## src/hms_pkg.sv

```systemverilog
// Constants, types and helpers for the hardware and module standby controller.
// Assumes a single 10 MHz core clock and an APB slave with byte addresses.
// Behaviour
// - Standby pin low forces hardware standby
// - Standby halts core, resets modules, keeps RAM if its enable bit was cleared
// - Standby floats all general port pins
// - Standby high, reset low starts oscillator
// - Reset rise runs exception, then program
// - Four stop bits halt modules independently
// - Stop takes effect at next bus cycle
// - Stopped module reads FF, ignores writes
// - Stopping clears module registers and flags
// - Stopped module releases its pins
// - Clock stop bit floats clock pin
// - Clock pin state follows operating mode
package hms_pkg;
  // ==========================================================
  // Register map
  localparam logic [7:0] OFF_MSTOP = 8'h00;
  localparam logic [7:0] OFF_SYSCTL = 8'h04;
  localparam logic [7:0] OFF_STATUS = 8'h08;
  localparam logic [7:0] OFF_MOD_BASE = 8'h10;
  localparam logic [7:0] OFF_MOD_LAST = 8'h1C;
  localparam int unsigned MOD_NUM = 4;
  // ==========================================================
  // Field positions and reset values
  localparam int unsigned BIT_CLKSTOP = 7;
  localparam int unsigned BIT_RAM_ENABLE_BIT = 0;
  localparam int unsigned BIT_FLAG = 7;
  localparam int unsigned STOP_POS [0:3] = '{5, 4, 3, 0};
  localparam logic [7:0] MSTOP_RST = 8'h00;
  localparam logic [7:0] MSTOP_MASK = 8'hB9;
  localparam logic [7:0] SYSCTL_RST = 8'h01;
  localparam logic [7:0] MOD_RST = 8'h00;
  localparam logic [7:0] MOD_STOP_RD = 8'hFF;
  localparam logic [31:0] RD_ZERO = 32'h0000_0000;
  // ==========================================================
  // Sequencer states
  typedef enum logic [2:0] {
    ST_RESET = 3'b000,
    ST_HW_STANDBY_N = 3'b001,
    ST_OSC = 3'b010,
    ST_EXC = 3'b011,
    ST_RUN = 3'b100
  } hms_state_t;
  // Pin control bundle
  typedef struct packed {
    logic portHiZ;
    logic [3:0] modPinRelease;
  } hms_pin_ctl_t;
  // ==========================================================
  // Module window decode
  function automatic logic hms_is_mod(input logic [7:0] addr);
    hms_is_mod = (addr >= OFF_MOD_BASE) && (addr <= OFF_MOD_LAST) && (addr[1:0] == 2'b00);
  endfunction
  function automatic logic [1:0] hms_mod_idx(input logic [7:0] addr);
    logic [7:0] d;
    d = addr - OFF_MOD_BASE;
    hms_mod_idx = d[3:2];
  endfunction
endpackage

```

## src/hms_standby_ctl.sv

```systemverilog
// Hardware standby sequencer, module stop register and APB register file.
// Assumes pins synchronous to core_clk and an APB master with no wait needs.
//
// Local design decisions: the APB interface to the registers and the register addresses.
`timescale 1ns/1ps
module hms_standby_ctl (
  // Clock and reset
  input wire logic core_clk,
  input wire logic reset_n,
  // APB slave
  input wire logic [7:0] paddr,
  input wire logic psel,
  input wire logic penable,
  input wire logic pwrite,
  input wire logic [31:0] pwdata,
  output logic [31:0] prdata,
  output logic pready,
  output logic pslverr,
  // Power pins
  input wire logic hw_standby_n,
  input wire logic reset_in_n,
  input wire logic [2:0] modeSelectPin,
  // Operating mode from the core
  input wire logic swStandby,
  input wire logic sleepMode,
  // Module events
  input wire logic [3:0] modEvent,
  // Sequencer outputs
  output logic oscRun,
  output logic cpuHalt,
  output logic moduleRst,
  output logic resetExc,
  output logic progRun,
  output logic ramHold,
  output logic [2:0] modeLatched,
  // Module and pin control
  output hms_pkg::hms_pin_ctl_t pinCtl,
  output logic [3:0] modHalt,
  output logic [31:0] modRegs,
  output logic clkPin,
  output logic clkPinOe
);
  hms_pkg::hms_state_t state_ff;
  hms_pkg::hms_state_t nxt_state;
  logic [7:0] mstop_ff;
  logic [7:0] sysctl_ff;
  logic [3:0] stopEff_ff;
  logic [2:0] mode_ff;
  logic [31:0] prdata_ff;
  logic [3:0] stopReq;
  logic [31:0] modRd;
  logic [3:0] modWr;
  logic setup;
  logic wrAcc;
  logic hwStby;
  logic mapped;
  logic [7:0] rdSel;

  // ==========================================================
  // Sequencer
  // Next state; standby pin wins from every state
  always_comb begin
    nxt_state = state_ff;
    if (!hw_standby_n) begin
      nxt_state = hms_pkg::ST_HW_STANDBY_N;
    end else begin
      unique case (state_ff)
        hms_pkg::ST_RESET: begin
          if (reset_in_n) begin
            nxt_state = hms_pkg::ST_EXC;
          end
        end
        hms_pkg::ST_HW_STANDBY_N: begin
          // Reset still low: oscillator starts and waits
          nxt_state = reset_in_n ? hms_pkg::ST_EXC : hms_pkg::ST_OSC;
        end
        hms_pkg::ST_OSC: begin
          if (reset_in_n) begin
            nxt_state = hms_pkg::ST_EXC;
          end
        end
        hms_pkg::ST_EXC: begin
          nxt_state = hms_pkg::ST_RUN;
        end
        hms_pkg::ST_RUN: begin
          if (!reset_in_n) begin
            nxt_state = hms_pkg::ST_RESET;
          end
        end
        default: begin
          nxt_state = hms_pkg::ST_RESET;
        end
      endcase
    end
  end

  // State register
  always_ff @(posedge core_clk or negedge reset_n) begin
    if (!reset_n) begin
      state_ff <= hms_pkg::ST_RESET;
    end else begin
      state_ff <= nxt_state;
    end
  end

  // Sequencer decode
  assign hwStby = (state_ff == hms_pkg::ST_HW_STANDBY_N);
  assign oscRun = !hwStby;
  assign moduleRst = hwStby || (state_ff == hms_pkg::ST_OSC) ||
                     (state_ff == hms_pkg::ST_RESET);
  assign cpuHalt = moduleRst;
  assign resetExc = (state_ff == hms_pkg::ST_EXC);
  assign progRun = (state_ff == hms_pkg::ST_RUN);
  // RAM keeps data only while its enable bit was cleared beforehand
  assign ramHold = hwStby && !sysctl_ff[hms_pkg::BIT_RAM_ENABLE_BIT];

  // Mode strap caught as reset exception runs, not under async reset
  always_ff @(posedge core_clk or negedge reset_n) begin
    if (!reset_n) begin
      mode_ff <= 3'h0;
    end else if (state_ff == hms_pkg::ST_EXC) begin
      mode_ff <= modeSelectPin;
    end
  end
  assign modeLatched = mode_ff;

  // ==========================================================
  // APB access
  // Zero wait states; writes land in the access phase unless module reset is active
  assign setup = psel && !penable;
  assign wrAcc = psel && penable && pwrite && !moduleRst;
  assign mapped = (paddr == hms_pkg::OFF_MSTOP) || (paddr == hms_pkg::OFF_SYSCTL) ||
                  (paddr == hms_pkg::OFF_STATUS) || hms_pkg::hms_is_mod(paddr);
  assign pready = 1'b1;
  assign pslverr = psel && penable && !mapped;

  // Module stop and clock stop bits
  always_ff @(posedge core_clk or negedge reset_n) begin
    if (!reset_n) begin
      mstop_ff <= hms_pkg::MSTOP_RST;
    end else if (moduleRst) begin
      mstop_ff <= hms_pkg::MSTOP_RST;
    end else if (wrAcc && paddr == hms_pkg::OFF_MSTOP) begin
      mstop_ff <= pwdata[7:0] & hms_pkg::MSTOP_MASK;
    end
  end

  // System control with RAM enable
  always_ff @(posedge core_clk or negedge reset_n) begin
    if (!reset_n) begin
      sysctl_ff <= hms_pkg::SYSCTL_RST;
    end else if (wrAcc && paddr == hms_pkg::OFF_SYSCTL) begin
      sysctl_ff <= pwdata[7:0];
    end
  end

  // Stop bits gathered in module order
  always_comb begin
    for (int i = 0; i < hms_pkg::MOD_NUM; i++) begin
      stopReq[i] = mstop_ff[hms_pkg::STOP_POS[i]];
    end
  end

  // Stop takes hold when the next bus cycle starts
  always_ff @(posedge core_clk or negedge reset_n) begin
    if (!reset_n) begin
      stopEff_ff <= 4'h0;
    end else if (moduleRst) begin
      stopEff_ff <= 4'h0;
    end else if (setup) begin
      stopEff_ff <= stopReq;
    end
  end
  assign modHalt = stopEff_ff;

  // ==========================================================
  // Supporting module windows
  genvar g;
  generate
    for (g = 0; g < hms_pkg::MOD_NUM; g++) begin : gMod
      assign modWr[g] = wrAcc && hms_pkg::hms_is_mod(paddr) &&
                        (hms_pkg::hms_mod_idx(paddr) == 2'(g));
      hms_mod_window uWin (
        .core_clk(core_clk),
        .reset_n(reset_n),
        .stopped(stopEff_ff[g]),
        .sysClear(moduleRst),
        .event_i(modEvent[g]),
        .wrEn(modWr[g]),
        .wrData(pwdata[7:0]),
        .rdData(modRd[g*8 +: 8]),
        .regOut(modRegs[g*8 +: 8])
      );
    end
  endgenerate

  // Read mux
  always_comb begin
    rdSel = 8'h00;
    if (paddr == hms_pkg::OFF_MSTOP) begin
      rdSel = mstop_ff;
    end else if (paddr == hms_pkg::OFF_SYSCTL) begin
      rdSel = sysctl_ff;
    end else if (paddr == hms_pkg::OFF_STATUS) begin
      rdSel = {1'b0, stopEff_ff, state_ff};
    end else if (hms_pkg::hms_is_mod(paddr)) begin
      rdSel = modRd[hms_pkg::hms_mod_idx(paddr)*8 +: 8];
    end
  end

  // Read data captured in the setup phase, held for the access phase
  always_ff @(posedge core_clk or negedge reset_n) begin
    if (!reset_n) begin
      prdata_ff <= hms_pkg::RD_ZERO;
    end else if (setup) begin
      prdata_ff <= {24'h000000, rdSel};
    end
  end
  assign prdata = prdata_ff;

  // ==========================================================
  // Pins
  assign pinCtl.portHiZ = hwStby;
  assign pinCtl.modPinRelease = stopEff_ff;

  hms_clk_out uClk (
    .core_clk(core_clk),
    .reset_n(reset_n),
    .clkStop(mstop_ff[hms_pkg::BIT_CLKSTOP]),
    .hwStby(hwStby),
    .swStby(swStandby && !sleepMode),
    .clkPin(clkPin),
    .clkPinOe(clkPinOe)
  );
endmodule

```

## src/hms_mod_window.sv

```systemverilog
// One supporting module's register window under module standby control.
// Assumes write strobe is already qualified by the bus slave.
`timescale 1ns/1ps
module hms_mod_window (
  // Clock and reset
  input wire logic core_clk,
  input wire logic reset_n,
  // Control
  input wire logic stopped,
  input wire logic sysClear,
  input wire logic event_i,
  // Register access
  input wire logic wrEn,
  input wire logic [7:0] wrData,
  output logic [7:0] rdData,
  output logic [7:0] regOut
);
  logic [7:0] reg_ff;

  // ==========================================================
  // Window register; flag set beats a software clear
  always_ff @(posedge core_clk or negedge reset_n) begin
    if (!reset_n) begin
      reg_ff <= hms_pkg::MOD_RST;
    end else if (stopped || sysClear) begin
      reg_ff <= hms_pkg::MOD_RST;
    end else begin
      if (wrEn) begin
        reg_ff <= wrData;
      end
      if (event_i) begin
        reg_ff[hms_pkg::BIT_FLAG] <= 1'b1;
      end
    end
  end

  // Stopped module answers all ones
  assign rdData = stopped ? hms_pkg::MOD_STOP_RD : reg_ff;
  assign regOut = reg_ff;
endmodule

```

## src/hms_clk_out.sv

```systemverilog
// Clock output pin driver: stop bit and operating mode select the pin state.
// Assumes one core clock; pin carries a half-rate copy built from a flip-flop.
`timescale 1ns/1ps
module hms_clk_out (
  // Clock and reset
  input wire logic core_clk,
  input wire logic reset_n,
  // Mode
  input wire logic clkStop,
  input wire logic hwStby,
  input wire logic swStby,
  // Pin
  output logic clkPin,
  output logic clkPinOe
);
  logic phase_ff;

  // ==========================================================
  // Toggle stands for the clock; held high in software standby
  always_ff @(posedge core_clk or negedge reset_n) begin
    if (!reset_n) begin
      phase_ff <= 1'b1;
    end else if (swStby) begin
      phase_ff <= 1'b1;
    end else begin
      phase_ff <= ~phase_ff;
    end
  end

  // Float in hardware standby or when stopped
  assign clkPinOe = !clkStop && !hwStby;
  assign clkPin = phase_ff;
endmodule

```

## config.mk

```make
export PLATFORM = sky130hd
export DESIGN_NAME = hms_standby_ctl
export DESIGN_NICKNAME = d
export VERILOG_FILES = /design/src/hms_pkg.sv /design/src/hms_standby_ctl.sv /design/src/hms_mod_window.sv /design/src/hms_clk_out.sv
export SDC_FILE = /design/constraint.sdc
export NUM_CORES = 1
export LEC_CHECK = 0
export ABC_AREA = 1
export BUFFER_PORTS_ARGS = -buffer_cell sky130_fd_sc_hd__buf_2
export CAP_MARGIN = 20
export CORE_MARGIN = 1
export CORE_UTILIZATION = 45
export CTS_BUF_LIST = sky130_fd_sc_hd__clkbuf_8
export DETAILED_ROUTE_END_ITERATION = 10
export PLACE_DENSITY = 0.71
export SYNTH_ARGS = -nofsm -noshare
export SYNTH_HDL_FRONTEND = slang
export SYNTH_SLANG_ARGS = --single-unit
export TNS_END_PERCENT = 1
```

## constraint.sdc

```tcl
create_clock -name core_clk -period 2.9 [get_ports core_clk]
set_input_delay 0.58 -clock core_clk [delete_from_list [all_inputs] [get_ports core_clk]]
set_output_delay 0.58 -clock core_clk [all_outputs]
set_load 0.01 [all_outputs]
```

==> impl_metrics.env <==
export IMPL_status="finished, final reports clean"
export IMPL_yosys_most_used_dff="dfrtp_1"
export IMPL_peakVddDrop_mv=0.236
export IMPL_yosysUniqueCellTypes=29
export IMPL_ctsResizeCount=0
export IMPL_synth_common_cells="nand2_1, dfrtp_1, nand3_1"
export IMPL_gr_total_overflow=0
export IMPL_netlist_area_leader_share_pct=39.4
export IMPL_postSynthAreaPerCell_um2=7.14
export IMPL_synth_top_area_cell="dfrtp_1"
export IMPL_postRouteAntennaNets=0
export IMPL_syn_cell_area_um2=3940
export IMPL_drtIter0Drc=211
export IMPL_finalMaxSlewViolations=0
export IMPL_clock_sinks=64
export IMPL_worstPathRequired_ns=2.32
export IMPL_timing_fmax_mhz=396
export IMPL_finClkSkew_ns=0.00846
export IMPL_holdBufCountCts=0
export IMPL_num_vias=3774
export IMPL_period_needed_ns=2.52
export IMPL_synthArstFlopShare_pct=100
export IMPL_post_cts_setup_buffers=0
export IMPL_yosys_cell_count_top_type="nand2_1"
export IMPL_synth_area_top_cells="dfrtp_1, nand2_1, nand3_1"
export IMPL_totalWireLength_mm=10.6
export IMPL_antenna_found_initial=0
export IMPL_numCtsBuffers=9
export IMPL_post_drt_via_cell_ratio=5.07
export IMPL_power_leakage_nw=2.72
export IMPL_worst_pin_slew_ns=0.678
export IMPL_clkTransAtPathRegs_ns=0.07
export IMPL_track_usage_pct=24.8
export IMPL_place_area_um2=4320
export IMPL_design_area_um2=4550
export IMPL_first_global_vias=3404
export IMPL_endpoint_kind="output port"
export IMPL_htree_levels=3
export IMPL_cts_tree="done"
export IMPL_start_kind="primary input"
export IMPL_dp_cells=728
export IMPL_crit_type="in -> out"
export IMPL_detail_route_wl_per_cell_um=14.2
export IMPL_die_w_um=95.6
export IMPL_core_area_um2=8340
export IMPL_path_buf_inv=3
export IMPL_drc=0
export IMPL_place_congestion=0.916
export IMPL_ys_seq_elements=64
export IMPL_instances_no_fill=744
export IMPL_power_density_nw_per_um2=493
export IMPL_cts_root_buffer="clkbuf_8"
export IMPL_drt_pass1_iterations=5
export IMPL_portBuffers=92
export IMPL_start_util_pct=47.2
export IMPL_rsz0062_at_grt="false"
export IMPL_hold_path_class="in -> async"
export IMPL_area_growth_pct=15.5
export IMPL_synth_yosys_warnings=0
export IMPL_cpMostUsedCell="buf_2"
export IMPL_die_h_um=95.6
export IMPL_setup_viol=0
export IMPL_grt_pass1_wl_mm=16.9
export IMPL_antenna_cells_inserted=0
export IMPL_hpwl_mm=7.76
export IMPL_clockBufferDepth=2
export IMPL_fin_setup_tns_ns=0
export IMPL_max_stage_delay_ns=0.25
export IMPL_final_period_utilization_pct=87.0
export IMPL_drive_gt1_share_pct=23.2
export IMPL_die_area_um2=9130
export IMPL_relSlewSlack_pct=54.8
export IMPL_cp_slowest_cell="nor3_1"
export IMPL_nNetsFinal=690
export IMPL_ios=142
export IMPL_num_rows=33
export IMPL_crit_chain="buf_2, inv_1, nand2_2, nor2_1, o21ai_0, nand3_1, nor3_1, buf_2"
export IMPL_drv_cap=0
export IMPL_synth_edf_count=0
export IMPL_syn_inst=552
export IMPL_timing_final_hold_violations=0
export IMPL_cpLargestDelayFamily="buffers and inverters"
export IMPL_cp_arrival_ns=1.94
export IMPL_crit_fanout=11
export IMPL_grt_max_degree=36
export IMPL_yosysSeqAreaShare_pct=40.7
export IMPL_clk_latency_ns=0.35
-- per-stage QoR --
step | utilization [%] | worst slack [ns] | hold slack (ns) | power (mW)
global route | 54.6 | 0.328 | 0.332 | 2.35
floorplan | - | 0.826 | 0.284 | 1.22
global placement | 51.8 | 0.485 | 0.448 | 1.33
CTS | 54.6 | 0.405 | 0.285 | 2.25
detailed placement | 51.8 | 0.411 | 0.461 | 1.34
finish | 54.6 | 0.376 | 0.264 | 2.24
-- routing by layer --
metal	GRT usage [%]	wire [um]	part of all wire (%)
met1	33.2	4690	44
met2	39.6	4900	46
met4	9.20	205	1.9
met5	0	0	0
met3	5.02	790	7.5
-- worst paths after layout --
path	startpoint	end	slack [ns]	cells past startpoint
worst max-delay path	paddr[3]	pslverr	0.38	8
worst min-delay path	reset_n	prdata[3]	0.26	1
worst max register to register	state_ff[1]	gMod[3].uWin.regOut[1]	1.17	6
worst min register to register	modeLatched[1]	modeLatched[1]	0.47	2
max in group asynchronous	reset_n	gMod[0].uWin.regOut[2]	2.02	2
min in group core_clk	sleepMode	uClk.clkPin	0.40	2
-- registers in the layout (all words and copies together), names as in the netlist --
signal / flops
sysctl_ff: 8
gMod.uWin.regOut: 32
uClk.clkPin: 1
modHalt: 4
prdata: 8
modeLatched: 3
mstop_ff: 5
state_ff: 3
-- worst register-to-register path, cell delays in order, from the launching register on --
cell and delay, ns:
dfrtp_1 0.46, a21oi_2 0.16, nor2_4 0.37, nand3_2 0.30, nor2_4 0.25, nand2_1 0.08
nand2_1 0.06
-- cells in the final DEF, fill, tap and decap left out, drive strengths merged --
master,synthesis,routed
nand2,216,216
buf,41,96
nand3,65,65
dfrtp,62,62
nor2,58,58
inv,54,55
conb,2,25
a21oi,14,14
o21ai,13,13
nand4,11,11
clkbuf,7,9
nor3,5,5
bufinv,0,3
clkinv,1,3
dfstp,2,2
o211ai,1,1
clkinvlp,0,1
-- area by class of cell --
class	instances	area, um^2
inverters	55	206
flip-flops and latches	64	1600
clock buffers	9	124
repair buffers	96	503
fillers	820	3790
multi-input cells	408	1870
clock inverters	7	111
well taps	105	131
-- cell families after synthesis --
family,synth area share (%)
AO/OA/AOI/OAI,3.72
AND/OR/NAND/NOR,41.4
other,0.191
flip-flops,40.7
buffers and inverters,14.0
-- power breakdown --
part           internal (mW)  switching (mW)
Clock                  0.564           0.357
Combinational          0.109           0.261
Sequential             0.928          0.0262
Total                   1.60           0.643
Power figures use the tool's default switching activity.
